==> config.mk <==
export PLATFORM = sky130hd
export DESIGN_NAME = ccp_capture_compare_unit
export DESIGN_NICKNAME = d
export VERILOG_FILES = /design/src/logic/ccp_pkg.sv /design/src/logic/ccp_capture_compare_unit.sv
export SDC_FILE = /design/constraint.sdc
export NUM_CORES = 1
export LEC_CHECK = 0
export ABC_AREA = 1
export BUFFER_PORTS_ARGS = -buffer_cell sky130_fd_sc_hd__buf_4
export CORE_MARGIN = 5
export CORE_UTILIZATION = 40
export CTS_CLUSTER_DIAMETER = 80
export CTS_CLUSTER_SIZE = 40
export DETAILED_ROUTE_END_ITERATION = 10
export PLACE_DENSITY = 0.7
export SLEW_MARGIN = 20
export SYNTH_ARGS = -nofsm -noshare
export SYNTH_HDL_FRONTEND = slang
export SYNTH_SLANG_ARGS = --single-unit
==> constraint.sdc <==
create_clock -name ref_clk -period 1.5 [get_ports ref_clk]
set_input_delay 0.375 -clock ref_clk [delete_from_list [all_inputs] [get_ports ref_clk]]
set_output_delay 0.375 -clock ref_clk [all_outputs]
set_load 0.05 [all_outputs]
==> src/logic/ccp_pkg.sv <==
// Package of constants for the capture/compare unit.
package ccp_pkg;

  localparam logic [1:0] REG_CONTROL    = 2'h0;
  localparam logic [1:0] REG_VALUE_LOW  = 2'h1;
  localparam logic [1:0] REG_VALUE_HIGH = 2'h2;
  localparam logic [1:0] REG_FLAGS      = 2'h3;

  localparam int DUTY_LSB = 4;
  localparam int DUTY_MSB = 5;
  localparam int MODE_LSB = 0;
  localparam int MODE_MSB = 3;
  localparam logic [7:0] CONTROL_MASK = 8'h3f;
  localparam logic [7:0] CONTROL_RESET = 8'h00;

  // Flag register three layout: event flag at bit 1, enable at bit 1 of the enable byte.
  localparam int FLAG_BIT   = 1;
  localparam int ENABLE_BIT = 1;

  localparam logic [3:0] MODE_OFF        = 4'h0;
  localparam logic [3:0] MODE_CMP_TOGGLE = 4'h2;
  localparam logic [3:0] MODE_CAP_FALL   = 4'h4;
  localparam logic [3:0] MODE_CAP_RISE   = 4'h5;
  localparam logic [3:0] MODE_CAP_RISE4  = 4'h6;
  localparam logic [3:0] MODE_CAP_RISE16 = 4'h7;
  localparam logic [3:0] MODE_CMP_HIGH   = 4'h8;
  localparam logic [3:0] MODE_CMP_LOW    = 4'h9;
  localparam logic [3:0] MODE_CMP_SOFT   = 4'ha;

  localparam logic [3:0] PRESCALE_4_LAST  = 4'h3;
  localparam logic [3:0] PRESCALE_16_LAST = 4'hf;

endpackage

==> src/logic/ccp_capture_compare_unit.sv <==
// Capture/compare unit with software register port, pin logic and timer selection.
//
// Notes on behaviour
// - Mode zero switches the unit off and clears the compare latch and prescaler; reserved codes do nothing.
// - Mode 0010 toggles the pin on each compare match and sets the flag.
// - Capture on falling, rising, every fourth or every sixteenth rising pin edge.
// - Mode 1000 starts the pin low, drives high on match, sets flag.
// - Mode 1001 starts the pin high, drives low on match, sets flag.
// - Mode 1010 only sets the flag; pin shows the port latch.
// - Control bits 5:4 store the two low duty bits, unused otherwise.
// - Value low, value high and control are readable and writable bytes.
// - Capture/compare use timer one or three, chosen by the select input.
// - A capture copies the full 16-bit timer count into the value pair.
// - Every capture sets the event flag; only software clears it.
// - A newer capture overwrites an unread older value.
// - Edge detection watches the pin level even when the pin drives out.
// - Mode changes may set the flag falsely; software clears it afterwards.
// - Prescaler counter is cleared when off or not capturing.
// - Changing prescale directly keeps the counter; software writes zero first.
// - Compare checks value against timer continuously; action and flag same cycle.
// - Compare output comes from its own latch, low by default.
// - Event flag sits at bit 1 of flag register three; enable is written at bit 1 with bit 7 set and reads back at bit 7.
//
// The register offsets and the plain strobed port are this design's own decisions.
`timescale 1ns/1ns
module ccp_capture_compare_unit
  import ccp_pkg::*;
(
  input  wire logic        ref_clk,
  input  wire logic        rst,
  input  wire logic [1:0]  reg_addr,
  input  wire logic [7:0]  reg_wdata,
  input  wire logic        reg_write,
  input  wire logic        reg_read,
  output logic      [7:0]  reg_rdata,
  input  wire logic [15:0] timer_one_count,
  input  wire logic [15:0] timer_three_count,
  input  wire logic        timer_select_three,
  input  wire logic        module_pin_in,
  input  wire logic        port_latch,
  output logic             module_pin_out,
  output logic             module_event_flag,
  output logic             module_event_enable,
  output logic             module_event_request
);

  logic [7:0]  capture_compare_control;
  logic [7:0]  capture_compare_value_low;
  logic [7:0]  capture_compare_value_high;
  logic        compare_latch;
  logic        pin_meta;
  logic        pin_sync;
  logic        pin_prev;
  logic [3:0]  prescale_count;
  logic [3:0]  mode_q;

  function automatic logic is_capture(input logic [3:0] m);
    is_capture = (m[3:2] == 2'b01);
  endfunction

  wire logic [3:0]  module_mode_select = capture_compare_control[MODE_MSB:MODE_LSB];
  wire logic [1:0]  duty_low_bits      = capture_compare_control[DUTY_MSB:DUTY_LSB];
  wire logic        wr_control = reg_write && (reg_addr == REG_CONTROL);
  wire logic        wr_low     = reg_write && (reg_addr == REG_VALUE_LOW);
  wire logic        wr_high    = reg_write && (reg_addr == REG_VALUE_HIGH);
  wire logic        wr_flags   = reg_write && (reg_addr == REG_FLAGS);
  wire logic [15:0] timer_sel  = timer_select_three ? timer_three_count
                                                    : timer_one_count;
  wire logic [15:0] value_pair = {capture_compare_value_high, capture_compare_value_low};
  wire logic        capturing  = is_capture(module_mode_select);
  wire logic        rise       = pin_sync && !pin_prev;
  wire logic        fall       = !pin_sync && pin_prev;
  wire logic        mode_cmp_drive = (module_mode_select == MODE_CMP_TOGGLE) ||
                                     (module_mode_select == MODE_CMP_HIGH) ||
                                     (module_mode_select == MODE_CMP_LOW);
  wire logic        mode_cmp   = mode_cmp_drive || (module_mode_select == MODE_CMP_SOFT);
  wire logic        match      = mode_cmp && (value_pair == timer_sel);
  wire logic [3:0]  prescale_last = (module_mode_select == MODE_CAP_RISE16) ?
                                    PRESCALE_16_LAST : PRESCALE_4_LAST;
  wire logic        prescaled  = (module_mode_select == MODE_CAP_RISE4) ||
                                 (module_mode_select == MODE_CAP_RISE16);
  wire logic        capture_event =
      ((module_mode_select == MODE_CAP_FALL) && fall) ||
      ((module_mode_select == MODE_CAP_RISE) && rise) ||
      (prescaled && rise && (prescale_count == prescale_last));
  wire logic        set_event = capture_event || match;
  wire logic        entering  = (module_mode_select != mode_q);

  logic next_compare_latch;
  always_comb begin
    next_compare_latch = compare_latch;
    if (module_mode_select == MODE_OFF) begin
      next_compare_latch = 1'b0;
    end else if (entering && (module_mode_select == MODE_CMP_HIGH)) begin
      next_compare_latch = 1'b0;
    end else if (entering && (module_mode_select == MODE_CMP_LOW)) begin
      next_compare_latch = 1'b1;
    end else if (match) begin
      unique case (module_mode_select)
        MODE_CMP_TOGGLE: next_compare_latch = !compare_latch;
        MODE_CMP_HIGH:   next_compare_latch = 1'b1;
        MODE_CMP_LOW:    next_compare_latch = 1'b0;
        default:         next_compare_latch = compare_latch;
      endcase
    end
  end

  // Reserved codes and the soft-interrupt mode hand the pin back to the port latch.
  assign module_pin_out = mode_cmp_drive ? compare_latch : port_latch;
  assign module_event_request = module_event_flag && module_event_enable;

  always_ff @(posedge ref_clk) begin
    pin_meta <= module_pin_in;
    pin_sync <= pin_meta;
    if (rst) begin
      pin_prev <= 1'b0;
      mode_q   <= MODE_OFF;
    end else begin
      pin_prev <= pin_sync;
      mode_q   <= module_mode_select;
    end
  end

  // Prescale counter is not cleared on a switch between capture modes.
  always_ff @(posedge ref_clk) begin
    if (rst || !capturing) begin
      prescale_count <= 4'h0;
    end else if (prescaled && rise) begin
      prescale_count <= (prescale_count == prescale_last) ? 4'h0
                                                          : prescale_count + 4'h1;
    end
  end

  always_ff @(posedge ref_clk) begin
    if (rst) begin
      compare_latch <= 1'b0;
    end else begin
      compare_latch <= next_compare_latch;
    end
  end

  always_ff @(posedge ref_clk) begin
    if (rst) begin
      capture_compare_control <= CONTROL_RESET;
    end else if (wr_control) begin
      capture_compare_control <= reg_wdata & CONTROL_MASK;
    end
  end

  // A capture in the same cycle as a software write wins, so no event is lost.
  always_ff @(posedge ref_clk) begin
    if (rst) begin
      capture_compare_value_low  <= 8'h00;
      capture_compare_value_high <= 8'h00;
    end else if (capture_event) begin
      capture_compare_value_low  <= timer_sel[7:0];
      capture_compare_value_high <= timer_sel[15:8];
    end else begin
      if (wr_low) begin
        capture_compare_value_low <= reg_wdata;
      end
      if (wr_high) begin
        capture_compare_value_high <= reg_wdata;
      end
    end
  end

  // Flag byte: bit 1 is the event flag; bit 1 of the upper nibble view is not used,
  // so the enable lives at bit 1 of a separate write selected by bit 7 of the data.
  always_ff @(posedge ref_clk) begin
    if (rst) begin
      module_event_flag   <= 1'b0;
      module_event_enable <= 1'b0;
    end else begin
      if (set_event) begin
        module_event_flag <= 1'b1;
      end else if (wr_flags && !reg_wdata[7]) begin
        module_event_flag <= reg_wdata[FLAG_BIT];
      end
      if (wr_flags && reg_wdata[7]) begin
        module_event_enable <= reg_wdata[ENABLE_BIT];
      end
    end
  end

  wire logic [7:0] flags_view = {6'h00, module_event_flag, 1'b0} |
                                {module_event_enable, 7'h00};
  logic [7:0] read_mux;
  always_comb begin
    unique case (reg_addr)
      REG_CONTROL:    read_mux = {2'b00, duty_low_bits, module_mode_select};
      REG_VALUE_LOW:  read_mux = capture_compare_value_low;
      REG_VALUE_HIGH: read_mux = capture_compare_value_high;
      REG_FLAGS:      read_mux = flags_view;
    endcase
  end

  always_ff @(posedge ref_clk) begin
    if (rst) begin
      reg_rdata <= 8'h00;
    end else if (reg_read) begin
      reg_rdata <= read_mux;
    end else begin
      reg_rdata <= 8'h00;
    end
  end

endmodule

# Word-level counts from Yosys, hierarchy flattened
# Cells that the tools add are included.
[word_totals]
inputBits = 49
regBits = 44
output_inout_bits = 12
word_cells = 83
[op_classes]
n_eq_ne = 15
n_addsub = 1
bitwise_logic = 2
n_mux = 14
n_reduce_logical = 39
[op_table]
columns = ["op", "n"]
rows = [
  ["8-bit 2-to-1 mux", 4],
  ["8-bit one-hot mux with 4 select lines", 1],
  ["16-bit == test", 1],
  ["4-bit by 3-bit == test with 1-bit output (second input constant)", 4],
  ["1-bit logical AND", 16],
  ["16-bit 2-to-1 mux", 1],
  ["4-bit == test (second input constant)", 3],
  ["1-bit logical OR", 8],
  ["4-bit 2-to-1 mux", 2],
  ["2-bit by 8-bit bitwise OR with 8-bit output", 1],
  ["2-bit nonzero test", 4],
  ["1-bit logical NOT", 5],
  ["1-bit 2-to-1 mux", 5],
  ["4-bit by 1-bit adder with 4-bit output (second input constant)", 1],
  ["2-bit by 1-bit == test with 1-bit output (second input constant)", 2],
  ["2-bit == test (second input constant)", 2],
  ["4-bit by 2-bit == test with 1-bit output (second input constant)", 1],
  ["4-bit == test", 1],
  ["4-bit logical NOT", 1],
  ["4-bit inequality test", 1],
  ["4-bit nonzero test", 1],
  ["1-bit one-hot mux with 3 select lines", 1],
  ["3-bit OR reduction", 1],
  ["2-bit logical NOT", 1],
  ["other kinds (3)", 3],
]

# Logic depth before layout (Yosys ltp)
# Gate-level depths: netlist (run 1).
[logic_depth]
word_depth = 7
depth_mapped = 14
mapped_depth_nobuf = 13

# Worst setup path before layout (run 1)
# Ideal clock, no wire load.
[synth_path]
path_type = "register to output"
startpoint = "register capture_compare_control[3]"
endpoint = "output module_pin_out"
arrival_time_ns = 1.268
path_stages_with_launch = 4
slack_ns = -0.143
required_ns = 1.125
path_buffers = 0
cell_sequence = "dfxtp_1 nand3_1 nand2_1 mux2_2"
[synth_between]
elab_chain_len = 4
elab_cells_between_ends = 6
classes_between = "eq/ne (3); mux (1); reduce/logical (2)"
[synth_lines]
columns = ["item", "line", "rtl"]
rows = [
  ["start, declared", "ccp_capture_compare_unit.sv:47", "logic [7:0] capture_compare_control;"],
  ["start signal, assigned", "ccp_capture_compare_unit.sv:146", "capture_compare_control <= reg_wdata & CONTROL_MASK;"],
  ["4-bit by 2-bit == test with 1-bit output or 4-bit == test (tied branches)", "ccp_capture_compare_unit.sv:73, ccp_capture_compare_unit.sv:74", ""],
  ["1-bit logical OR", "ccp_capture_compare_unit.sv:73", "wire logic mode_cmp_drive = (module_mode_select == MODE_CMP_TOGGLE) ||"],
  ["1-bit logical OR (*)", "ccp_capture_compare_unit.sv:74", "(module_mode_select == MODE_CMP_HIGH) ||"],
  ["1-bit 2-to-1 mux (*)", "ccp_capture_compare_unit.sv:109", "assign module_pin_out = mode_cmp_drive ? compare_latch : port_latch;"],
  ["end, declared", "ccp_capture_compare_unit.sv:41", "output logic module_pin_out,"],
]
# Mark *: on every way between the ends. The rest lies on a longest branch, timed or not.

# Final worst setup path (run 1)
# Ends and elaborated chain as after synthesis.

==> out/qor.csv, run 1 <==
stage,metric,value,unit
synth,syn_area,0.002770,sq mm
sta,fin_ws,-243.2,ps
synth,synthCells,432,
drt,remaining_drc_errors,0,
synth,synth_most_common_cell,nand2_1,
clocking,clockBufferDepth,2,
power,p_leak,2.091,nW
drt,drtIter0Drc,179,
sta,finalSetupViolCount,18,
clocking,clock_latency,300,ps
layout,fin_nets,603,
drt,firstDrtPassIters,5,
power,switchingPower,782.9,uW
die,core,0.006756,sq mm
power,sw_frac_of_total,0.2914,
min_path,whs_path_depth,1,
layout,fin_cells,634,
synth,synth-main-ff-cell,dfxtp_1,
placed_design,portBuffers,60,
die,ios,61,
job,max-cap-violations,0,
clocking,cts.sinks,44,
sta,final_hold_viol_count,0,
setup_path,reg2reg_depth,12,
sta,final.setup_skew,10.04,ps
synth,ys_async_sr_fraction,0,
synth,synth-edff-count,0,
layout,diodes,0,
power,ir_drop,0.3923,mV
power,power_density,667.8,mW/mm^2
power,p_int,1.904,mW
drt,wirelength,8.311,mm
drt,antenna_left,0,
global_routing,grt.total_usage,0.1952,
synth,seq_area_frac_synth,0.3180,
power,p_comb_frac,0.250,
drt,via_per_inst,4.894,
die,die_h,93.22,um
placed_design,dp_hpwl,6.348,mm
setup_path,crit_fanout,3,
sta,fin_tns_setup,-3528,ps
global_routing,grt_antenna_before_repair,0,
synth,synth_nets,482,
setup_path,slowest_delay,370,ps
global_routing,grt_pass1_vias,3010,
setup_path,crit_slowest_cell,dfxtp_4,
synth,yosysUniqueCellTypes,37,
sta,tightest_slew,288.7,ps
die,start_util,0.4100,
die,rows,30,
sta,slew_violations,0,
layout,drive_gt1_frac,0.3394,
power,power,2.686,mW
synth,syn_area_per_cell,6.412,sq um
clocking,cts_made_buffers,5,
run_status,status,finished with violations,
sta,rsz0062_at_grt,yes,
global_routing,grt_pass1_wl,13.68,mm
die,dieArea,0.008690,sq mm
synth,yosysWarnings,0,
synth,synth_commonest_cells,"nand2_1, inv_1, dfxtp_1",
sta,fmax,573.7,MHz
synth,yosys.area.top_type_share,0.3180,
sta,finalCriticalPeriod,1743,ps
die,die_w,93.22,um
setup_path,worstSetupEndpointType,output pin,
setup_path,worst_setup_path_start_kind,flop,
global_routing,gr-total-overflow,0,
setup_path,arrival,1370,ps
placed_design,place_inst,614,
layout,synthToLayoutAreaGrowth,45.21,%
clocking,cts_tree,yes,
setup_path,crit_chain,"inv_4, nand4_1, nand2_2, mux2_4, buf_8",
clocking,cts_root_buf,clkbuf_8,
synth,yosys.area.top_type,dfxtp_1,
clocking,cts_max_level,2,
setup_path,path_class,flop to output pin,
power,clockPowerShare,0.291,
placed_design,gp_congestion,0.8866,
sta,finalCritPeriodShare,1.162,
synth,netlist_top_cells_area,"dfxtp_1, nand2_1, inv_1",
synth,ys_ff_latch,44,
run_status,violations,setup timing,
drt,wl_per_cell,13.11,um
sta,slew_headroom,0.8055,
clocking,path_clk_slew,80,ps
min_path,hold_path.class,input pin to flop,
setup_path,cp_data_required_time,1120,ps
global_routing,grt_max_degree,20,
power,seqPwrFrac,0.459,
drt,vias,3103,
==> placed cells by master (no fill, tap or decap), types with 4 or more instances in the layout <==
| cell type | netlist | final |
|---|---|---|
| buf_6 | 1 | 8 |
| nand3b_1 | 4 | 4 |
| inv_1 | 68 | 67 |
| nand3_2 | 5 | 11 |
| a21oi_1 | 12 | 12 |
| nand2_1 | 158 | 146 |
| dfxtp_1 | 44 | 39 |
| nor2_4 | 7 | 9 |
| nor2_2 | 2 | 4 |
| clkbuf_8 | 0 | 6 |
| xnor2_1 | 7 | 7 |
| nor2_1 | 28 | 24 |
| o21ai_0 | 13 | 11 |
| nand2_2 | 2 | 13 |
| o211ai_1 | 4 | 4 |
| buf_4 | 4 | 113 |
| dfxtp_2 | 0 | 4 |
| nand3_1 | 39 | 32 |
==> final timing paths <==
path / from / end / slack (ps)
setup / recovery: capture_compare_control[3]$_SDFFE_PP0P_ / module_pin_out / -240
setup reg to reg: pin_sync$_DFF_P_ / capture_compare_value_low[3]$_SDFFE_PP0P_ / -240
hold / removal: module_pin_in / pin_meta$_DFF_P_ / 180
hold reg to reg: pin_meta$_DFF_P_ / pin_sync$_DFF_P_ / 330
==> kinds of logic (layout without fill, tap and decap cells) <==
family | count (synthesis) | after routing | synth area share
simple gates | 254 | 254 | 0.4286
buf+inv | 83 | 205 | 0.1287
flops | 44 | 44 | 0.3180
compound gates | 40 | 40 | 0.08763
xor+xnor | 9 | 9 | 0.02846
fa+ha+maj | 1 | 1 | 0.004516
mux | 1 | 1 | 0.004065
==> critical path: cells and delay by family, from the launching register on <==
family | cells | cell delay, ps
muxes | 1 | 310
and+or+nand+nor | 2 | 190
DFF | 1 | 370
buffers and inverters | 2 | 210
==> what timing repair did <==
item,4_1_cts,5_1_grt
gates cloned,0,0
endpoints found under the setup margin,18,23
buffers inserted,12,3
resized for setup,19,26
hold buffers,0,0
pin swaps,10,30
==> through the flow <==
stage	utilization	cell area, sq um	hold WS, ps	setup WS [ps]
2_1_floorplan	-	2808	309.6	-1.114
3_3_place_gp	0.5454	3685	314.8	-247.7
3_5_place_dp	0.5454	3685	318.2	-309.8
4_1_cts	0.5800	3919	177.6	-248.6
5_1_grt	0.5954	4023	169.7	-372.1
6_report	0.5954	4023	184.4	-243.2
==> sequential cells by signal, summed over array words and instances, names as in the netlist <==
name	count
capture_compare_value_low	8
pin_sync	1
capture_compare_value_high	8
compare_latch	1
module_event_enable	1
capture_compare_control	6
prescale_count	4
module_event_flag	1
mode_q	4
pin_prev	1
pin_meta	1
reg_rdata	8
==> power groups by stage <==
stage | registers (mW) | clock network, mW | logic, mW
floorplan | 1.27 | 0 | 0.323
global placement | 1.26 | 0 | 0.599
global route | 1.24 | 0.858 | 0.737
CTS | 1.23 | 0.791 | 0.648
finish | 1.23 | 0.780 | 0.672
detailed placement | 1.26 | 0 | 0.609
==> final cells by class <==
cell class	instances	area, sq um
Fill cell	636	2734
Multi-Input combinational cell	305	1649
Timing Repair Buffer	125	1013
Sequential cell	44	889.6
Inverter	72	280.3
Tap cell	80	100.1
Clock buffer	8	90.09
==> routing by layer <==
layer  track usage  vias to the layer above  part of all wire
met5             0                        -                 0
met4       0.06471                        0             0.022
met3       0.03298                       16             0.050
met2        0.3306                       92              0.48
met1        0.2504                     1407              0.45
li1              -                     1588                 -
(Power assumes the default switching activity.)
==> run 2, diff against run 1 <==
Settings changed: CELL_PAD_IN_SITES_DETAIL_PLACEMENT from default to 0, CELL_PAD_IN_SITES_GLOBAL_PLACEMENT from default to 1, CORE_UTILIZATION 40 to 34, PLACE_DENSITY 0.7 to 0.82.
==> out/qor.csv, run 2 (synthesis results as in run 1) <==
stage,metric,value,unit,change
drt,via_per_inst,4.571,,-6.6%
clocking,cts_made_buffers,5,,unchanged
placed_design,portBuffers,60,,unchanged
layout,fin_nets,611,,+1.3%
sta,slew_headroom,0.7717,,-0.03378
clocking,cts.sinks,44,,unchanged
sta,fmax,568.8,MHz,-0.84%
layout,fin_cells,667,,+5.2%
drt,vias,3049,,-1.7%
setup_path,critPathBufInv,2,,unchanged
die,rows,33,,+10%
clocking,cts_tree,yes,,
run_status,violations,setup timing,,
placed_design,dp_hpwl,6.814,mm,+7.3%
global_routing,gr-total-overflow,0,,unchanged
die,core,0.008093,sq mm,+20%
global_routing,grt_pass1_wl,14.18,mm,+3.7%
layout,reg_top3,"capture_compare_value_high x8, capture_compare_value_low x8, reg_rdata x8",,
clocking,clock_latency,300,ps,about the same
layout,design_area,0.004073,sq mm,+1.2%
clocking,cts_root_buf,clkbuf_8,,
sta,tightest_slew,342.1,ps,+53.35 ps
global_routing,grt_antenna_before_repair,0,,unchanged
sta,finalSetupViolCount,17,,-1
placed_design,gp_congestion,0.8551,,-3.6%
drt,drtIter0Drc,153,,-15%
power,p_leak,2.121,nW,+1.5%
clocking,clockBufferDepth,2,,unchanged
die,start_util,0.3423,,-0.06770
global_routing,grt_max_degree,19,,-5.0%
sta,whs,166.3,ps,-18.11 ps
job,max-cap-violations,0,,unchanged
setup_path,crit_slowest_cell,dfxtp_4,,
sta,finalCriticalPeriod,1758,ps,+14.82 ps
sta,fin_ws,-258.0,ps,-14.82 ps
layout,synthToLayoutAreaGrowth,47.02,%,
layout,final_cell_mix,"nand2_1, buf_4, inv_1, dfxtp_1, nand3_1",,
layout,drive_gt1_frac,0.3363,,-0.003051
sta,rsz0062_at_grt,yes,,
power,power_density,712.9,mW/mm^2,+6.8%
sta,final.setup_skew,6.821,ps,-3.218 ps
power,ir_drop,0.3205,mV,-18%
placed_design,dpl_cell_area,0.003786,sq mm,+2.8%
die,ios,61,,unchanged
layout,post-route-util,0.5032,,-0.09212
clocking,ctsHoldBuffers,0,,unchanged
setup_path,arrival,1380,ps,about the same
setup_path,slowest_delay,370,ps,about the same
setup_path,cp_data_required_time,1120,ps,about the same
setup_path,crit_family,flip-flops,,
drt,antenna_left,0,,unchanged
drt,remaining_drc_errors,0,,unchanged
setup_path,crit_fanout,3,,unchanged
drt,wl_per_cell,12.84,um,-2.0%
clocking,path_clk_slew,90,ps,about the same
layout,mostFrequentLayoutCell,nand2_1,,
setup_path,worstSetupEndpointType,output pin,,
clocking,cts_max_level,2,,unchanged
setup_path,crit_chain,"inv_2, nand4_1, nand2_2, mux2_4, buf_8",,
placed_design,place_inst,650,,+5.9%
die,dieArea,0.01005,sq mm,+16%
run_status,status,finished with violations,,
die,die_h,100.3,um,+7.6%
sta,final_hold_viol_count,0,,unchanged
min_path,hold_path.class,input pin to flop,,
die,die_w,100.3,um,+7.6%
setup_path,worst_setup_path_start_kind,flop,,
setup_path,path_class,flop to output pin,,
global_routing,grt.total_usage,0.1767,,-0.01847
layout,diodes,0,,unchanged
drt,firstDrtPassIters,4,,-1
sta,slew_violations,0,,unchanged
drt,wirelength,8.566,mm,+3.1%
sta,finalCritPeriodShare,1.172,,+0.009881
global_routing,grt_pass1_vias,3079,,+2.3%
## run 2: metrics by stage
step                TNS [ps]  total power [mW]  worst slack, ps
floorplan             -1.643             1.596           -1.114
global placement      -834.8             1.896           -256.4
detailed placement     -1220             1.902           -297.4
CTS                    -3179             2.915           -277.9
global route           -4579             3.058           -318.4
finish                 -3062             2.904           -258.0
## run 2: layer usage
| layer | GRT usage | wire, um |
|---|---|---|
| met1 | 0.2285 | 3974 |
| met2 | 0.3089 | 4128 |
| met3 | 0.02780 | 387 |
| met4 | 0.03938 | 75 |
| met5 | 0 | 0 |
## run 2: cell type report
type	instances	area [sq um]
Clock buffer	6	82.58
Clock inverter	2	38.79
Fill cell	876	4020
Inverter	72	277.8
Multi-Input combinational cell	305	1604
Sequential cell	44	892.1
Tap cell	105	131.4
Timing Repair Buffer	133	1046
## run 2: report_power, final
group	internal (mW)	switching, mW	total (mW)
Clock	0.545	0.453	0.998
Sequential	1.20	0.0297	1.23
Combinational	0.329	0.343	0.672
Total	2.08	0.825	2.90
## run 2: path summary, 6_finish.rpt
path	startpoint	end	slack (ps)	cells after the start
worst max-delay path	capture_compare_control[3]$_SDFFE_PP0P_	module_pin_out	-260	5
worst min-delay path	module_pin_in	pin_meta$_DFF_P_	170	1
worst max register to register	capture_compare_control[2]$_SDFFE_PP0P_	capture_compare_value_low[3]$_SDFFE_PP0P_	-200	14
worst min register to register	pin_meta$_DFF_P_	pin_sync$_DFF_P_	340	0
## run 2: timing repair
item,in CTS,in global routing
buffers inserted,8,1
pin swaps,5,6
gates resized for setup,14,13
hold endpoints to repair,0,0
endpoints found under the setup margin,18,22
